**src/hw/imc_pkg.sv**
```systemverilog
// Package: register map, fields, types and timing of the I2C master controller
package imc_pkg;
    // ==========================================
    // Register byte offsets
    localparam logic [7:0] OFF_TARGET = 8'h00;
    localparam logic [7:0] OFF_CMDSTAT = 8'h04;
    localparam logic [7:0] OFF_DATA = 8'h08;
    // ==========================================
    // Values after reset
    localparam logic [7:0] RST_TARGET = 8'h00;
    localparam logic [7:0] RST_DATA = 8'h00;
    localparam logic [1:0] RST_SYNC = 2'h3;
    // ==========================================
    // Slot layout: eight data bits then the acknowledge bit
    localparam logic [3:0] SLOT_LAST = 4'h8;
    // Quarter of an SCL bit time at 100 kbit/s
    localparam int CLK_PERIOD_NS = 4;
    localparam int QTR_TIME_NS = 2500;
    localparam int QTR_CYCLES = QTR_TIME_NS / CLK_PERIOD_NS;
    // ==========================================
    // Controller states
    typedef enum logic [2:0] {
        S_IDLE = 3'h0,
        S_START = 3'h1,
        S_ADDR = 3'h2,
        S_DATA = 3'h3,
        S_HOLD = 3'h4,
        S_STOP = 3'h5
    } imc_state_t;
    // Decoded command actions
    typedef enum logic [2:0] {
        ACT_NOP = 3'h0,
        ACT_TX = 3'h1,
        ACT_TX_STOP = 3'h2,
        ACT_RX = 3'h3,
        ACT_RX_STOP = 3'h4
    } imc_action_t;
    // Command field, bits 3..0
    typedef struct packed {
        logic ack;
        logic stop;
        logic start;
        logic run;
    } imc_cmd_t;
    // Status field, bits 6..0
    typedef struct packed {
        logic line_occupied;
        logic idle;
        logic arbitration_lost;
        logic data_not_acked;
        logic address_not_acked;
        logic error;
        logic busy;
    } imc_status_t;
endpackage

```
**src/hw/imc_master.sv**
```systemverilog
// Command/status front end and byte sequencer of the I2C master
//
// Added by the designer: the strobed register port and the register offsets.
`timescale 1ns/1ps
`default_nettype none
module imc_master
    import imc_pkg::*;
#(
    parameter int QTR_CYC = QTR_CYCLES
) (
    // Clock and reset
    input wire logic ref_clk,
    input wire logic rst_n,
    // Register port
    input wire logic [7:0] reg_addr,
    input wire logic [31:0] reg_wdata,
    input wire logic reg_wr,
    input wire logic reg_rd,
    output logic [31:0] reg_rdata,
    // Clock line, open drain
    input wire logic scl_in,
    output logic scl_out,
    output logic scl_oe,
    // Data line, open drain
    input wire logic sda_in,
    output logic sda_out,
    output logic sda_oe,
    // Operation finished or aborted
    output logic op_done
);
    // ==========================================
    // Declarations
    imc_state_t state; // Controller state
    imc_state_t next_state; // Its next value
    logic scl_s; // Synchronised SCL
    logic sda_s; // Synchronised SDA
    logic line_busy; // START seen, no STOP yet
    logic [7:0] target; // Address and direction
    logic [7:0] data_reg; // Data to send or received
    logic rx_mode; // Operation receives
    logic stop_req; // STOP after the byte
    logic ack_req; // Acknowledge received byte
    logic arb_lost; // Arbitration lost
    logic data_nack; // Data not acknowledged
    logic addr_nack; // Address not acknowledged
    logic err; // Any of the three
    logic [11:0] div_cnt; // Quarter divider
    logic [1:0] qtr; // Quarter within a bit
    logic [3:0] bit_idx; // Bit within a slot
    logic [9:0] shift_tx; // Bits to place, 1 = release
    logic [7:0] shift_rx; // Bits sampled
    logic slot_nack; // Ack slot read high
    logic next_scl_oe; // Next SCL drive
    logic next_sda_oe; // Next SDA drive
    imc_cmd_t wr_cmd; // Command field of a write
    imc_action_t act; // Its decoded action
    imc_status_t status; // Status field
    logic [31:0] rd_val; // Selected read value
    logic cmd_wr; // Write to command register
    logic go; // Accepted command from idle
    logic halt; // STOP command while holding
    logic active; // Bus sequence running
    logic div_end; // Divider at last count
    logic stretch; // Slave holds SCL low
    logic qtick; // One quarter elapsed
    logic qend; // Last quarter elapsed
    logic slot; // In an address or data slot
    logic sample; // Sample point of a bit
    logic shift; // Present the next bit
    logic last_bit; // Acknowledge bit
    logic tx_mode; // Slot drives data
    logic arb_hit; // Released bit read low
    logic slot_end; // Slot complete
    logic load_addr; // Enter address slot
    logic load_data; // Enter data slot

    // ==========================================
    // Bus line synchronisers and START/STOP watcher
    imc_line_mon u_mon (
        .ref_clk(ref_clk),
        .rst_n(rst_n),
        .scl_in(scl_in),
        .sda_in(sda_in),
        .scl_s(scl_s),
        .sda_s(sda_s),
        .line_busy(line_busy)
    );

    // ==========================================
    // Command decoding from the idle state
    function automatic imc_action_t decode_idle(input logic rs, input imc_cmd_t c);
        imc_action_t a;
        a = ACT_NOP;
        // Start and run together begin an operation, except a receive that sets both ack and stop
        if (c.run && c.start) begin
            if (!rs) begin
                a = c.stop ? ACT_TX_STOP : ACT_TX;
            end else if (!(c.ack && c.stop)) begin
                a = c.stop ? ACT_RX_STOP : ACT_RX;
            end
        end
        return a;
    endfunction

    // Write decode
    assign cmd_wr = reg_wr && (reg_addr == OFF_CMDSTAT);
    assign wr_cmd = imc_cmd_t'(reg_wdata[3:0]);
    // Direction comes from the target register
    assign act = decode_idle(target[0], wr_cmd);
    // Anything else in idle is ignored
    assign go = cmd_wr && (state == S_IDLE) && (act != ACT_NOP);
    // Plain STOP while the bus is held
    assign halt = cmd_wr && (state == S_HOLD) && wr_cmd.stop
        && !wr_cmd.start && !wr_cmd.run;

    // ==========================================
    // Quarter-bit timing
    assign active = (state != S_IDLE) && (state != S_HOLD);
    assign slot = (state == S_ADDR) || (state == S_DATA);
    assign div_end = div_cnt == 12'(QTR_CYC - 1);
    // Released SCL still low means the slave stretches the clock
    assign stretch = slot && !scl_oe && !scl_s;
    assign qtick = active && div_end && !stretch;
    assign qend = qtick && (qtr == 2'h3);

    // Divider restarts whenever a sequence starts
    always_ff @(posedge ref_clk or negedge rst_n) begin
        if (!rst_n) begin
            div_cnt <= 12'h000;
        end else if (!active || qtick) begin
            div_cnt <= 12'h000;
        end else if (!div_end) begin
            div_cnt <= div_cnt + 12'h001;
        end
    end

    // Quarter counter wraps every bit
    always_ff @(posedge ref_clk or negedge rst_n) begin
        if (!rst_n) begin
            qtr <= 2'h0;
        end else if (!active) begin
            qtr <= 2'h0;
        end else if (qtick) begin
            qtr <= qtr + 2'h1;
        end
    end

    // ==========================================
    // Slot control
    assign last_bit = bit_idx == SLOT_LAST;
    assign sample = slot && qtick && (qtr == 2'h2);
    assign shift = slot && qtick && (qtr == 2'h0);
    assign tx_mode = (state == S_ADDR) || !rx_mode;
    // A released bit that reads low means another master won
    assign arb_hit = sample && tx_mode && !last_bit && shift_tx[9] && !sda_s;
    assign slot_end = slot && qend && last_bit;
    assign load_addr = (state == S_START) && qend;
    assign load_data = (state == S_ADDR) && slot_end && !slot_nack;

    // Shifters; a leading zero keeps SDA low for the first quarter
    always_ff @(posedge ref_clk or negedge rst_n) begin
        if (!rst_n) begin
            shift_tx <= 10'h000;
        end else if (load_addr) begin
            shift_tx <= {1'b0, target, 1'b1};
        end else if (load_data && rx_mode) begin
            shift_tx <= {1'b0, 8'hff, !ack_req};
        end else if (load_data) begin
            shift_tx <= {1'b0, data_reg, 1'b1};
        end else if (shift) begin
            shift_tx <= {shift_tx[8:0], 1'b1};
        end
    end

    // Bit index counts nine bits per slot
    always_ff @(posedge ref_clk or negedge rst_n) begin
        if (!rst_n) begin
            bit_idx <= 4'h0;
        end else if (load_addr || load_data) begin
            bit_idx <= 4'h0;
        end else if (slot && qend) begin
            bit_idx <= bit_idx + 4'h1;
        end
    end

    // Sampling of data bits and the acknowledge bit
    always_ff @(posedge ref_clk or negedge rst_n) begin
        if (!rst_n) begin
            shift_rx <= 8'h00;
            slot_nack <= 1'b0;
        end else if (sample && last_bit) begin
            slot_nack <= sda_s;
        end else if (sample) begin
            shift_rx <= {shift_rx[6:0], sda_s};
        end
    end

    // ==========================================
    // State machine
    always_comb begin
        next_state = state;
        case (state)
            S_IDLE: begin
                if (go) begin
                    next_state = S_START;
                end
            end
            S_START: begin
                if (qend) begin
                    next_state = S_ADDR;
                end
            end
            S_ADDR: begin
                if (arb_hit) begin
                    next_state = S_IDLE;
                end else if (slot_end) begin
                    next_state = slot_nack ? S_STOP : S_DATA;
                end
            end
            S_DATA: begin
                if (arb_hit) begin
                    next_state = S_IDLE;
                end else if (slot_end && (stop_req || (slot_nack && !rx_mode))) begin
                    next_state = S_STOP;
                end else if (slot_end) begin
                    next_state = S_HOLD;
                end
            end
            S_HOLD: begin
                if (halt) begin
                    next_state = S_STOP;
                end
            end
            S_STOP: begin
                if (qend) begin
                    next_state = S_IDLE;
                end
            end
            default: begin
                next_state = S_IDLE;
            end
        endcase
    end

    // State register
    always_ff @(posedge ref_clk or negedge rst_n) begin
        if (!rst_n) begin
            state <= S_IDLE;
        end else begin
            state <= next_state;
        end
    end

    // ==========================================
    // Line drive per state and quarter
    always_comb begin
        next_scl_oe = 1'b0;
        next_sda_oe = 1'b0;
        case (state)
            // SDA falls while SCL is high
            S_START: begin
                next_sda_oe = qtr[1];
            end
            // SCL low in the first half of each bit
            S_ADDR, S_DATA: begin
                next_scl_oe = !qtr[1];
                next_sda_oe = !shift_tx[9];
            end
            // Bus kept by holding SCL low
            S_HOLD: begin
                next_scl_oe = 1'b1;
            end
            // SDA rises while SCL is high
            S_STOP: begin
                next_scl_oe = qtr == 2'h0;
                next_sda_oe = !qtr[1];
            end
            default: begin
                next_scl_oe = 1'b0;
            end
        endcase
    end

    // Pin registers; the lines are only ever pulled low
    always_ff @(posedge ref_clk or negedge rst_n) begin
        if (!rst_n) begin
            scl_oe <= 1'b0;
            sda_oe <= 1'b0;
            scl_out <= 1'b0;
            sda_out <= 1'b0;
        end else begin
            scl_oe <= next_scl_oe;
            sda_oe <= next_sda_oe;
            scl_out <= 1'b0;
            sda_out <= 1'b0;
        end
    end

    // ==========================================
    // Software registers and result flags
    always_ff @(posedge ref_clk or negedge rst_n) begin
        if (!rst_n) begin
            target <= RST_TARGET;
            data_reg <= RST_DATA;
        end else begin
            if (reg_wr && (reg_addr == OFF_TARGET)) begin
                target <= reg_wdata[7:0];
            end
            // Received byte lands in the data register
            if (reg_wr && (reg_addr == OFF_DATA)) begin
                data_reg <= reg_wdata[7:0];
            end else if ((state == S_DATA) && slot_end && rx_mode) begin
                data_reg <= shift_rx;
            end
        end
    end

    // Command latch; loaded only when a command is accepted from idle
    always_ff @(posedge ref_clk or negedge rst_n) begin
        if (!rst_n) begin
            rx_mode <= 1'b0;
            stop_req <= 1'b0;
            ack_req <= 1'b0;
        end else if (go) begin
            rx_mode <= (act == ACT_RX) || (act == ACT_RX_STOP);
            stop_req <= (act == ACT_TX_STOP) || (act == ACT_RX_STOP);
            ack_req <= wr_cmd.ack;
        end
    end

    // Flags clear when an operation starts, set on each failure
    always_ff @(posedge ref_clk or negedge rst_n) begin
        if (!rst_n) begin
            arb_lost <= 1'b0;
            addr_nack <= 1'b0;
            data_nack <= 1'b0;
            err <= 1'b0;
        end else if (go) begin
            arb_lost <= 1'b0;
            addr_nack <= 1'b0;
            data_nack <= 1'b0;
            err <= 1'b0;
        end else if (arb_hit) begin
            arb_lost <= 1'b1;
            err <= 1'b1;
        end else if ((state == S_ADDR) && slot_end && slot_nack) begin
            addr_nack <= 1'b1;
            err <= 1'b1;
        end else if ((state == S_DATA) && slot_end && !rx_mode && slot_nack) begin
            data_nack <= 1'b1;
            err <= 1'b1;
        end
    end

    // Done pulse: byte held, STOP sent or arbitration abort
    always_ff @(posedge ref_clk or negedge rst_n) begin
        if (!rst_n) begin
            op_done <= 1'b0;
        end else begin
            op_done <= arb_hit || ((state == S_DATA) && (next_state == S_HOLD))
                || ((state == S_STOP) && qend);
        end
    end

    // ==========================================
    // Read side
    assign status = {line_busy, (state == S_IDLE), arb_lost, data_nack,
        addr_nack, err, active};
    // Upper bits and unmapped offsets read zero
    assign rd_val = (reg_addr == OFF_TARGET) ? {24'h000000, target}
        : (reg_addr == OFF_CMDSTAT) ? {25'h0000000, status}
        : (reg_addr == OFF_DATA) ? {24'h000000, data_reg}
        : 32'h00000000;

    // Read data valid only in the cycle after the strobe
    always_ff @(posedge ref_clk or negedge rst_n) begin
        if (!rst_n) begin
            reg_rdata <= 32'h00000000;
        end else begin
            reg_rdata <= reg_rd ? rd_val : 32'h00000000;
        end
    end
endmodule
`default_nettype wire

```
**src/hw/imc_line_mon.sv**
```systemverilog
// Bus line synchroniser and START/STOP watcher
`timescale 1ns/1ps
`default_nettype none
module imc_line_mon
    import imc_pkg::*;
(
    // Clock and reset
    input wire logic ref_clk,
    input wire logic rst_n,
    // Raw bus lines
    input wire logic scl_in,
    input wire logic sda_in,
    // Synchronised lines and bus state
    output logic scl_s,
    output logic sda_s,
    output logic line_busy
);
    // ==========================================
    // Synchronisers
    logic [1:0] scl_sync; // Two-stage SCL
    logic [1:0] sda_sync; // Two-stage SDA
    logic sda_d; // SDA one cycle older
    logic start_seen; // SDA falls, SCL high
    logic stop_seen; // SDA rises, SCL high

    // Lines idle high, so they reset high
    always_ff @(posedge ref_clk or negedge rst_n) begin
        if (!rst_n) begin
            scl_sync <= RST_SYNC;
            sda_sync <= RST_SYNC;
            sda_d <= 1'b1;
        end else begin
            scl_sync <= {scl_sync[0], scl_in};
            sda_sync <= {sda_sync[0], sda_in};
            sda_d <= sda_sync[1];
        end
    end

    assign scl_s = scl_sync[1];
    assign sda_s = sda_sync[1];
    // ==========================================
    // Bus condition detection
    assign start_seen = scl_sync[1] && sda_d && !sda_sync[1];
    assign stop_seen = scl_sync[1] && !sda_d && sda_sync[1];

    // Busy from any START to the next STOP, whoever drives them
    always_ff @(posedge ref_clk or negedge rst_n) begin
        if (!rst_n) begin
            line_busy <= 1'b0;
        end else if (start_seen) begin
            line_busy <= 1'b1;
        end else if (stop_seen) begin
            line_busy <= 1'b0;
        end
    end
endmodule
`default_nettype wire

```
**config.mk**
```make
export PLATFORM = sky130hd
export DESIGN_NAME = imc_master
export DESIGN_NICKNAME = d
export VERILOG_FILES = /design/src/hw/imc_pkg.sv /design/src/hw/imc_master.sv /design/src/hw/imc_line_mon.sv
export SDC_FILE = /design/constraint.sdc
export NUM_CORES = 1
export LEC_CHECK = 0
export ABC_CLOCK_PERIOD_IN_PS = 5500
export BUFFER_PORTS_ARGS = -buffer_cell sky130_fd_sc_hd__buf_4
export CORE_MARGIN = 3
export CORE_UTILIZATION = 55
export CTS_CLUSTER_DIAMETER = 120
export DETAILED_ROUTE_END_ITERATION = 12
export PLACE_DENSITY = 0.86
export SLEW_MARGIN = 15
export SYNTH_ARGS = -nofsm -noshare
export SYNTH_HDL_FRONTEND = slang
export SYNTH_SLANG_ARGS = --single-unit
```
**constraint.sdc**
```tcl
create_clock -name ref_clk -period 5.5 [get_ports ref_clk]
set_input_delay 0.55 -clock ref_clk [delete_from_list [all_inputs] [get_ports ref_clk]]
set_output_delay 0.55 -clock ref_clk [all_outputs]
set_load 0.01 [all_outputs]
```
Word-level counts from Yosys, hierarchy flattened
Cells that the tools add are included.
- output and inout port bits: 37
- input port bits: 46
- word-level logic and storage cells: 180
- register bits after elaboration: 80
- bitwise logic cells: 1
- muxes and demuxes: 48
- eq/ne operators: 20
- $add $sub $neg: 3
- reduce and logical (&&, ||, !) cells: 84
- operator list (kind ; number):
    $mux 8 ; 6
    $logic_and 1x1->1 ; 44
    $mux 3 ; 14
    $mux 10 ; 4
    $mux 12 ; 2
    $pmux 3 s6 ; 1
    $logic_not 1->1 ; 14
    $mux 1 ; 14
    $add 12x1->12 const B ; 1
    $eq 12x10->1 const B ; 1
    $eq 3x2->1 const B ; 4
    $eq 3x3->1 const B ; 4
    $reduce_bool 2->1 ; 6
    $logic_or 1x1->1 ; 9
    $eq 8x3->1 const B ; 1
    $eq 8x4->1 const B ; 1
    $logic_not 8->1 ; 1
    $mux 4 ; 2
    $reduce_bool 4->1 ; 2
    $mux 2 ; 3
    $pmux 1 s3 ; 2
    $reduce_bool 3->1 ; 2
    $add 4x1->4 const B ; 1
    $eq 2x2->1 const B ; 2
    other kinds (12) ; 15

Logic depth before layout (Yosys ltp)
Gate-level depths: netlist of run 1.
- word-level depth: 18
- mapped depth: 10
- gate-level depth less buffers: 7

Hierarchy
Synthesis of run 1 repeated with hierarchy kept, for this count alone.
- cells, all modules: 436
- area total of the unflattened synthesis: 4315.4 um^2
- by module, submodules not included (module ; cells an instance ; instances ; area each (um^2) ; seq. area each (um^2)):
    imc_master ; 425 ; 1 ; 4137.7 ; 1851.8
    imc_line_mon ; 11 ; 1 ; 177.7 ; 156.4

Worst setup path before layout of run 1
OpenSTA, ideal clock, no wires.
- path type: register to register
- start point: register div_cnt[0]
- end point: register slot_nack
- stages on the path, launching flop included: 9
- buffers on the path: 1
- required time: 5375 ps
- setup slack: 2843 ps
- period minus slack after synthesis: 2657 ps
- data arrival time: 2532 ps
- library setup time: 125 ps
- path through: dfrtp_1 inv_1 ha_1 or4b_4 or4_1 buf_2 nand2b_4 or3_4 mux2_4
- longest elaborated chain between the ends: 6
- RTL lines (what ; line ; text):
    start, declared ; imc_master.sv:47 ; logic [11:0] div_cnt;
    start signal, assigned ; imc_master.sv:133 ; div_cnt <= div_cnt + 12'h001;
    $eq 12x10->1 ; imc_master.sv:120 ; assign div_end = div_cnt == 12'(QTR_CYC - 1);
    $logic_and 1x1->1 (2 in a row) ; imc_master.sv:123 ; assign qtick = active && div_end && !stretch;
    $logic_and 1x1->1 (2 in a row) ; imc_master.sv:151 ; assign sample = slot && qtick && (qtr == 2'h2);
    $logic_and 1x1->1 ; imc_master.sv:191 ; end else if (sample && last_bit) begin
    end signal, assigned ; imc_master.sv:192 ; slot_nack <= sda_s;
    end, declared ; imc_master.sv:52 ; logic slot_nack;
No other way between the ends.
A chain may end at the register's enable or synchronous reset.

Worst setup path in the final report of run 1
Same ends and word-level chain as after synthesis.

==> run_results.csv, run 1 <==
group,metric,value,unit
status,status,"finished, final reports clean",
power,intPower,0.000791,W
route,routed-via-count,3382,
synthesis,synth-edff-count,0,
timing,final-setup-viol-count,0,
place,hpwl,6630,um
cts,cts_buffers,9,
route,drc,0,
cts,cts.clk_slew.worst_paths,0.09,ns
final_layout,instances_no_fill,576,
place,port_buffers,32,
power,switching_power,0.000289,W
cts,cts_resized,0,
route,routed_wirelength,9290,um
final_layout,top_regs,"div_cnt: 12 flops, shift_tx: 10 flops",
synthesis,netlist_area,0.00423,mm2
floorplanning,dieArea,0.00878,mm2
synthesis,yosysMostFrequentCell,"dfrtp_1",
hold_path,min_from,"sda_in",
power,p_leak,2.22,nW
route,vias_per_cell,5.87,
floorplanning,initial_core_util,0.574,
cts,htreeDepth,3,
timing,max_clock_freq,0.332,GHz
floorplanning,coreArea,0.00737,mm2
final_layout,regArea,0.00201,mm2
synthesis,yosysTopAreaCell,"dfrtp_1",
power,power_frac_clock,0.384,
synthesis,ys_warn_count,0,
timing,relSlewSlack,0.341,
synthesis,synth-async-reset-ratio,1.00,
power,ir_drop,205,uV
grt,grt_pass1_vias,3208,
floorplanning,rows,31,
place,gp_congestion,0.909,
power,power.density,233,mW/mm2
final_layout,fillCellCount,612,
synthesis,synthesis.instances,447,
critical_path,path_max_fanout,14,
grt,antenna_found_initial,0,
synthesis,synthTopCellsByCount,"75 x dfrtp_1, 58 x nor2_1, 47 x nand2_1",
final_layout,area_delta_synth_final,9.28,%
power,p_seq_frac,0.564,
route,routedWlPerCell,16.1,um
timing,skew,0.0110,ns
timing,drv_slew,0,
synthesis,synth_area_per_cell,9.47,um2
final_layout,largest_register,"div_cnt",
timing,finalSetupTns,0,ns
timing,final_hold_viol_count,0,
cts,cts_num_sinks,80,
synthesis,ys_types,54,
place,dp.cells,560,
job,maxCapViolCount,0,
grt,grt_pass1_wl,15300,um
final_layout,drive_above_1_share,0.159,
power,swShare,0.267,
critical_path,arrival,3.27,ns
cts,cts_setup_buffers,0,
final_layout,n_antenna_cell,0,
floorplanning,die_x,93.7,um
critical_path,cp_slowest_cell,"or4_1",
synthesis,synth_seq_area_share,0.475,
final_layout,largest_reg_flops,12,
final_layout,multiInputGateArea,0.00200,mm2
floorplanning,die_h,93.7,um
critical_path,path_class,"reg -> reg",
cts,clock_tree.root_cell,"clkbuf_8",
final_layout,fin_nets,527,
cts,clk_latency,0.37,ns
critical_path,cp-end-kind,"flip-flop",
timing,fin_crit,3.01,ns
critical_path,crit_chain,"inv_1 -> ha_1 -> or4b_4 -> or4_1 -> nand2b_4 -> or3_4 -> mux2_4",
synthesis,synth_flop_cell,"dfrtp_1",
synthesis,synth_area_leaders,"dfrtp_1 44%, mux2i_1 5.2%, nor2_1 5.1%",
floorplanning,num_io_pins,83,
route,drt-pass1-iter-count,5,
timing,period_share,0.548,
route,drtIter0Drc,306,
cts,hold_buffers,0,
timing,worst_pin_slew,0.988,ns
critical_path,rr_startpoint,"div_cnt[0]",
critical_path,setup.worst_path.start_class,"flip-flop",
cts,clk_path_buf_depth,2,
grt,grt.overflow.total,0,
timing,rsz0062_at_grt,"false",
grt,grt_max_degree,81,
critical_path,max_stage_delay,0.80,ns
synthesis,yosysTopAreaCellShare,0.444,
cts,cts_tree,"built",
critical_path,cp-startpoint,"div_cnt[0]",
route,antenna_left,0,
synthesis,ys_ff_latch,80,
grt,gr-usage-all-layers,0.224,
power,pwr-share-comb,0.052,
hold_path,min_path_type,"in -> reg",
critical_path,required,5.76,ns
==> worst max-delay path: cells and delay by family, from the launching register on <==
family,cells,cell delay (ns)
buffers and inverters,1,0.12
adder cells (fa/ha/maj),1,0.14
AND/OR/NAND/NOR,4,1.94
flip-flops,1,0.41
multiplexers,1,0.30
==> final timing paths <==
kind                                          end  slack [ns]  cells past startpoint
worst max-delay path                    slot_nack        2.49                      7
worst min-delay path            u_mon.sda_sync[0]        0.29                      1
worst max register to register          slot_nack        2.49                      7
worst min register to register  u_mon.scl_sync[1]        0.36                      0
max in group asynchronous             shift_tx[2]        4.52                      1
min in group asynchronous              div_cnt[6]        0.34                      1
==> layout make-up <==
cell class / instances / share of cell area
Sequential cell: 80 / 0.434
Multi-Input combinational cell: 334 / 0.433
Timing Repair Buffer: 34 / 0.0552
Clock buffer: 9 / 0.0268
Tap cell: 99 / 0.0268
Clock inverter: 7 / 0.0130
Inverter: 13 / 0.0106
==> layout by cell type, fill, tap and decap left out, drive strengths merged, types with 2 or more instances in the layout <==
cell,Yosys,final
dfrtp,75,75
o211ai,7,7
o21ai,27,27
buf,28,34
nand3b,3,3
ha,9,9
nor2,59,59
conb,1,26
xor2,5,5
nand2,47,47
o21a,3,3
a41oi,2,2
clkbuf,17,9
a21oi,29,29
nand3,15,15
nor2b,2,2
nand2b,3,3
or3,4,4
a31oi,3,3
nor3,9,9
inv,13,17
and2,2,2
or4b,2,2
nand4,8,8
a211o,2,2
dfstp,5,5
and3,2,2
clkinvlp,0,3
nor4,5,5
or2,3,3
mux2i,22,22
or4,2,2
mux2,10,10
xnor2,9,9
==> power groups by stage <==
stage          combinational, W  clock, W  sequential (W)
2_1_floorplan         0.0000404         0        0.000617
3_3_place_gp          0.0000550         0        0.000619
3_5_place_dp          0.0000564         0        0.000620
4_1_cts               0.0000566  0.000417        0.000609
5_1_grt               0.0000639  0.000445        0.000610
6_report              0.0000565  0.000414        0.000609
==> cell families (layout without fill, tap and decap cells) <==
kind of cell / Yosys count / in the layout / share of synthesized area
simple gates: 172 / 172 / 0.198
compound gates: 81 / 81 / 0.116
flops: 80 / 80 / 0.475
buf+inv: 58 / 63 / 0.0751
mux: 32 / 32 / 0.0795
xor+xnor: 14 / 14 / 0.0290
fa+ha+maj: 9 / 9 / 0.0266
other cells: 1 / 26 / 0.000886
==> through the flow <==
stage / setup WS, ns / power [W] / area (um2) / util / hold slack [ns]
final: 2.49 / 0.00108 / 4620 / 0.628 / 0.288
after global routing: 2.39 / 0.00112 / 4620 / 0.628 / 0.280
after CTS: 2.49 / 0.00108 / 4620 / 0.627 / 0.278
after detailed placement: 2.50 / 0.000677 / 4440 / 0.602 / 0.347
after global placement: 2.53 / 0.000674 / 4440 / 0.602 / 0.346
after floorplan: 2.84 / 0.000658 / 4330 / - / 0.254
==> routing by layer <==
layer,wire length [um],share of wire,track usage
met1,4080,0.44,0.310
met2,4370,0.47,0.345
met3,642,0.069,0.0321
met4,199,0.021,0.114
met5,0,0,0
Note: power is estimated with default switching activity, not from simulation.
==> run 2, diff against run 1 <==
--- a/config.mk
+++ b/config.mk
@@ -5,7 +5,7 @@
 export SDC_FILE = /design/constraint.sdc
 export NUM_CORES = 1
 export LEC_CHECK = 0
-export ABC_CLOCK_PERIOD_IN_PS = 5500
+export ABC_CLOCK_PERIOD_IN_PS = 2900
 export BUFFER_PORTS_ARGS = -buffer_cell sky130_fd_sc_hd__buf_4
 export CORE_MARGIN = 3
 export CORE_UTILIZATION = 55
==> constraint.sdc (replaced) <==
create_clock -name ref_clk -period 2.9 [get_ports ref_clk]
set_input_delay 0.29 -clock ref_clk [delete_from_list [all_inputs] [get_ports ref_clk]]
set_output_delay 0.29 -clock ref_clk [all_outputs]
set_load 0.01 [all_outputs]
==> run_results.csv, run 2 (synthesis results as in run 1) <==
group,metric,value,unit
grt,gr-usage-all-layers,0.232,
power,pwr-share-comb,0.051,
final_layout,final_common_cell,"dfrtp_1",
critical_path,required,3.14,ns
critical_path,arrival,3.01,ns
final_layout,multiInputGateArea,0.00200,mm2
status,status,"finished, final reports clean",
place,port_buffers,32,
route,routed-via-count,3373,
timing,skew,0.0123,ns
route,drt-pass1-iter-count,5,
power,switching_power,0.000539,W
critical_path,max_stage_delay,0.55,ns
timing,period_share,0.956,
final_layout,largest_register,"div_cnt",
cts,clk_path_buf_depth,2,
cts,cts_setup_buffers,0,
final_layout,regArea,0.00201,mm2
critical_path,cp_slowest_cell,"or4_1",
route,routedWlPerCell,16.3,um
timing,relSlewSlack,0.344,
critical_path,path_max_fanout,13,
floorplanning,initial_core_util,0.574,
cts,cts_tree,"built",
timing,rsz0062_at_grt,"false",
cts,hold_buffers,0,
route,drc,0,
job,maxCapViolCount,0,
grt,grt_pass1_wl,15800,um
power,p_seq_frac,0.543,
power,intPower,0.00159,W
power,ir_drop,422,uV
timing,fin_ws,0.128,ns
timing,finalSetupTns,0,ns
cts,cts_resized,0,
final_layout,top_regs,"div_cnt: 12 flops, shift_tx: 10 flops",
cts,htreeDepth,3,
final_layout,largest_reg_flops,12,
critical_path,path_class,"reg -> reg",
final_layout,fillCellCount,584,
final_layout,drive_above_1_share,0.173,
route,antenna_left,0,
cts,cts_num_sinks,80,
floorplanning,num_io_pins,83,
critical_path,setup.worst_path.start_class,"flip-flop",
floorplanning,die_h,93.7,um
grt,antenna_found_initial,0,
timing,max_clock_freq,0.361,GHz
power,swShare,0.253,
place,pre_cts_ws,0.163,ns
final_layout,n_antenna_cell,0,
timing,holdWs,0.0398,ns
critical_path,cp-end-kind,"flip-flop",
cts,clock_tree.root_cell,"clkbuf_8",
floorplanning,coreArea,0.00737,mm2
timing,final_hold_viol_count,0,
floorplanning,rows,31,
place,gp_congestion,0.904,
critical_path,crit_chain,"inv_1 -> ha_1 -> or4b_4 -> or4_1 -> buf_4 -> or2_2 -> o211ai_1 -> o21ai_0",
final_layout,fin_nets,536,
grt,grt_max_degree,81,
critical_path,path_delay_family,"simple AND/OR/NAND/NOR gates",
cts,cts_buffers,9,
critical_path,path_buf_inv,2,
final_layout,final_cell_mix,"75 x dfrtp_1, 58 x nor2_1, 47 x nand2_1, 43 x buf_4, 29 x a21oi_1",
grt,grt_pass1_vias,3275,
power,power_frac_clock,0.406,
hold_path,min_path_type,"in -> reg",
grt,grt.overflow.total,0,
power,p_leak,2.29,nW
floorplanning,dieArea,0.00878,mm2
timing,drv_slew,0,
timing,final-setup-viol-count,0,
floorplanning,die_x,93.7,um
power,power.density,452,mW/mm2
route,vias_per_cell,5.77,
place,hpwl,6740,um
route,drtIter0Drc,353,
route,routed_wirelength,9530,um
final_layout,area_delta_synth_final,11.3,%
cts,clk_latency,0.36,ns
timing,fin_crit,2.77,ns
cts,cts.clk_slew.worst_paths,0.09,ns
timing,worst_pin_slew,0.984,ns
[run 2: cell count changes in the layout (fill, tap and decap cells not counted), sizes merged]
cell,before,now
buf,34,43
bufinv,0,1
clkinvlp,3,1
clkinv,0,1
[run 2: worst register-to-register path, cell delays in order (launching register included)]
cell,delay (ns)
dfrtp_1,0.42
inv_1,0.11
ha_1,0.14
or4b_4,0.48
or4_1,0.55
buf_4,0.22
or2_2,0.42
o211ai_1,0.21
o21ai_0,0.11
[run 2: routing by layer]
metal	wire, um	up-vias	GRT usage	share of wire
li1	-	1569	-	-
met1	3910	1657	0.315	0.41
met2	4840	126	0.364	0.51
met3	591	21	0.0489	0.062
met4	185	0	0.0915	0.019
met5	0	-	0	0
[run 2: worst paths after layout]
kind                                      to         startpoint  slack (ns)  cells past startpoint
max reg2reg                      shift_tx[5]         div_cnt[0]        0.13                      8
min                        u_mon.sda_sync[0]             sda_in        0.04                      1
min reg2reg                u_mon.sda_sync[1]  u_mon.sda_sync[0]        0.36                      0
max in group asynchronous        shift_rx[5]              rst_n        2.19                      1
min in group asynchronous             qtr[0]              rst_n        0.09                      1
max                              shift_tx[5]         div_cnt[0]        0.13                      8
[run 2: area by class of cell]
type | count | area share
flip-flops and latches | 80 | 0.426
clock inverters | 7 | 0.0178
multi-input cells | 334 | 0.424
repair buffers | 43 | 0.0685
well taps | 99 | 0.0263
inverters | 13 | 0.0104
clock buffers | 9 | 0.0263
[run 2: power by group through the flow]
stage	Sequential (W)	Combinational, W	Clock [W]
6_report	0.00116	0.000109	0.000866
5_1_grt	0.00116	0.000122	0.000934
3_5_place_dp	0.00118	0.000108	0
2_1_floorplan	0.00117	0.0000766	0
4_1_cts	0.00115	0.000109	0.000879
3_3_place_gp	0.00117	0.000106	0
[run 2: per-stage QoR]
step,power [W],util,area (um2),std cells
2_1_floorplan,0.00125,-,4330,472
3_3_place_gp,0.00128,0.611,4500,569
3_5_place_dp,0.00128,0.611,4500,569
4_1_cts,0.00214,0.639,4710,585
5_1_grt,0.00221,0.639,4710,585
6_report,0.00213,0.639,4710,585
==> run 3, diff against run 2 <==
--- a/config.mk
+++ b/config.mk
@@ -12,6 +12,7 @@
 export CTS_CLUSTER_DIAMETER = 120
 export DETAILED_ROUTE_END_ITERATION = 12
 export PLACE_DENSITY = 0.86
+export REMOVE_ABC_BUFFERS = 1
 export SLEW_MARGIN = 15
 export SYNTH_ARGS = -nofsm -noshare
 export SYNTH_HDL_FRONTEND = slang
==> run_results.csv, run 3 (synthesis results as in run 1) <==
group,metric,value,unit
place,hpwl,6680,um
cts,cts_num_sinks,80,
power,ir_drop,350,uV
grt,grt_pass1_wl,15900,um
floorplanning,coreArea,0.00737,mm2
grt,grt_pass1_vias,3245,
cts,cts_tree,"built",
timing,rsz0062_at_grt,"false",
final_layout,fin_nets,533,
place,port_buffers,32,
power,power_frac_clock,0.440,
floorplanning,die_h,93.7,um
route,routed-wl-met3,764,um
power,intPower,0.00177,W
critical_path,path_max_fanout,13,
critical_path,arrival,2.91,ns
route,vias_per_cell,5.84,
cts,htreeDepth,3,
grt,antenna_found_initial,0,
timing,max_clock_freq,0.372,GHz
critical_path,cp-startpoint,"div_cnt[0]",
critical_path,required,3.13,ns
route,antenna_left,0,
timing,final_hold_viol_count,0,
final_layout,area_delta_synth_final,11.6,%
route,routed-via-count,3398,
cts,clk_latency,0.35,ns
critical_path,setup.worst_path.start_class,"flip-flop",
route,drc,0,
route,dr_wl_met2,4560,um
final_layout,final_cell_mix,"75 x dfrtp_1, 58 x nor2_1, 47 x nand2_1, 40 x buf_4, 29 x a21oi_1",
power,p_leak,2.29,nW
floorplanning,dieArea,0.00878,mm2
floorplanning,num_io_pins,83,
power,pwr-share-comb,0.048,
power,power.density,479,mW/mm2
floorplanning,initial_core_util,0.574,
final_layout,top_regs,"div_cnt: 12 flops, shift_tx: 10 flops",
route,dr.max_layer_used,"met4",
timing,final-setup-viol-count,0,
route,wirelength_met1,3990,um
critical_path,rr_startpoint,"div_cnt[0]",
place,gp_congestion,0.911,
timing,drv_slew,0,
timing,fin_crit,2.69,ns
hold_path,min_path_type,"in -> reg",
status,status,"finished, final reports clean",
cts,clock_tree.root_cell,"clkbuf_8",
final_layout,post-route-cell-area,0.00472,mm2
job,maxCapViolCount,0,
timing,relSlewSlack,0.334,
timing,worst_pin_slew,0.999,ns
power,p_seq_frac,0.512,
final_layout,largest_reg_flops,12,
floorplanning,rows,31,
cts,cts.clk_slew.worst_paths,0.08,ns
final_layout,n_antenna_cell,0,
cts,clk_path_buf_depth,2,
grt,grt.overflow.total,0,
critical_path,path_class,"reg -> reg",
power,finalPower,0.00226,W
final_layout,drive_above_1_share,0.161,
final_layout,final_common_cell,"dfrtp_1",
final_layout,largest_register,"div_cnt",
route,drt-pass1-iter-count,5,
cts,cts_setup_buffers,0,
power,switching_power,0.000489,W
timing,skew,0.00932,ns
route,drtIter0Drc,244,
power,swShare,0.216,
route,routedWlPerCell,16.5,um
grt,gr-usage-all-layers,0.233,
floorplanning,die_x,93.7,um
route,routed_wirelength,9590,um
cts,cts_buffers,9,
grt,grt_max_degree,81,
timing,period_share,0.927,
hold_path,min_from,"scl_in",
critical_path,cp-end-kind,"flip-flop",
place,placed_cell_area,0.00448,mm2
## run 3: cell types whose count changed in the layout (fill, tap and decap cells not counted)
cell | before | now
buf_4 | 43 | 40
clkbuf_1 | 0 | 3
inv_6 | 3 | 0
bufinv_16 | 1 | 3
clkbuf_8 | 9 | 10
clkinv_4 | 1 | 0
clkinvlp_4 | 1 | 0
inv_8 | 1 | 0
or2_2 | 3 | 2
or2_4 | 0 | 1
## run 3: power groups by stage
stage / clock network, W / logic (W) / registers, W
3_5_place_dp: 0 / 0.000107 / 0.00118
2_1_floorplan: 0 / 0.0000461 / 0.00117
4_1_cts: 0.000999 / 0.000108 / 0.00116
5_1_grt: 0.00105 / 0.000123 / 0.00116
3_3_place_gp: 0 / 0.000105 / 0.00118
6_report: 0.000996 / 0.000108 / 0.00116
## run 3: worst max-delay path, stage by stage, from the launching register on
cell     delay [ns]
dfrtp_1        0.42
inv_1          0.10
ha_1           0.14
or4b_4         0.48
or4_1          0.54
buf_4          0.21
nor2_4         0.33
mux2i_1        0.24
o21ai_0        0.09
## run 3: layer usage
metal,vias to the layer above,global-route usage
met2,180,0.357
met3,29,0.0393
li1,1559,-
met1,1630,0.323
met4,0,0.106
met5,-,0
## run 3: cell type report
| type | count | area, um2 |
|---|---|---|
| clock buffer | 13 | 149 |
| clock inverter | 3 | 90.1 |
| fill | 597 | 2650 |
| inverter | 13 | 48.8 |
| multi-input combinational | 334 | 2000 |
| sequential | 80 | 2010 |
| tap | 99 | 124 |
| timing repair buffer | 40 | 300 |
## run 3: final timing paths
kind	to	slack [ns]	depth (start not counted)
hold / removal	u_mon.scl_sync[0]	0.04	1
hold reg to reg	u_mon.sda_sync[1]	0.36	0
setup / recovery	shift_tx[7]	0.21	8
min in group asynchronous	target[3]	0.06	1
max in group asynchronous	bit_idx[1]	2.14	1
setup reg to reg	shift_tx[7]	0.21	8
## run 3: metrics by stage
step                       util  setup slack, ns  hold slack [ns]  cells  setup TNS [ns]
after global routing      0.641           0.0282           0.0361    582               0
after CTS                 0.640            0.190           0.0357    582               0
after floorplan               -         -0.00969         -0.00559    427         -0.0678
final                     0.641            0.212           0.0435    582               0
after detailed placement  0.608            0.223            0.348    566               0
after global placement    0.608            0.257            0.346    566               0
## run 3: timing repair
item | 4_1_cts | 5_1_grt
endpoints found under the setup margin | 0 | 2
hold buffers | 0 | 0
resized for setup | 0 | 1
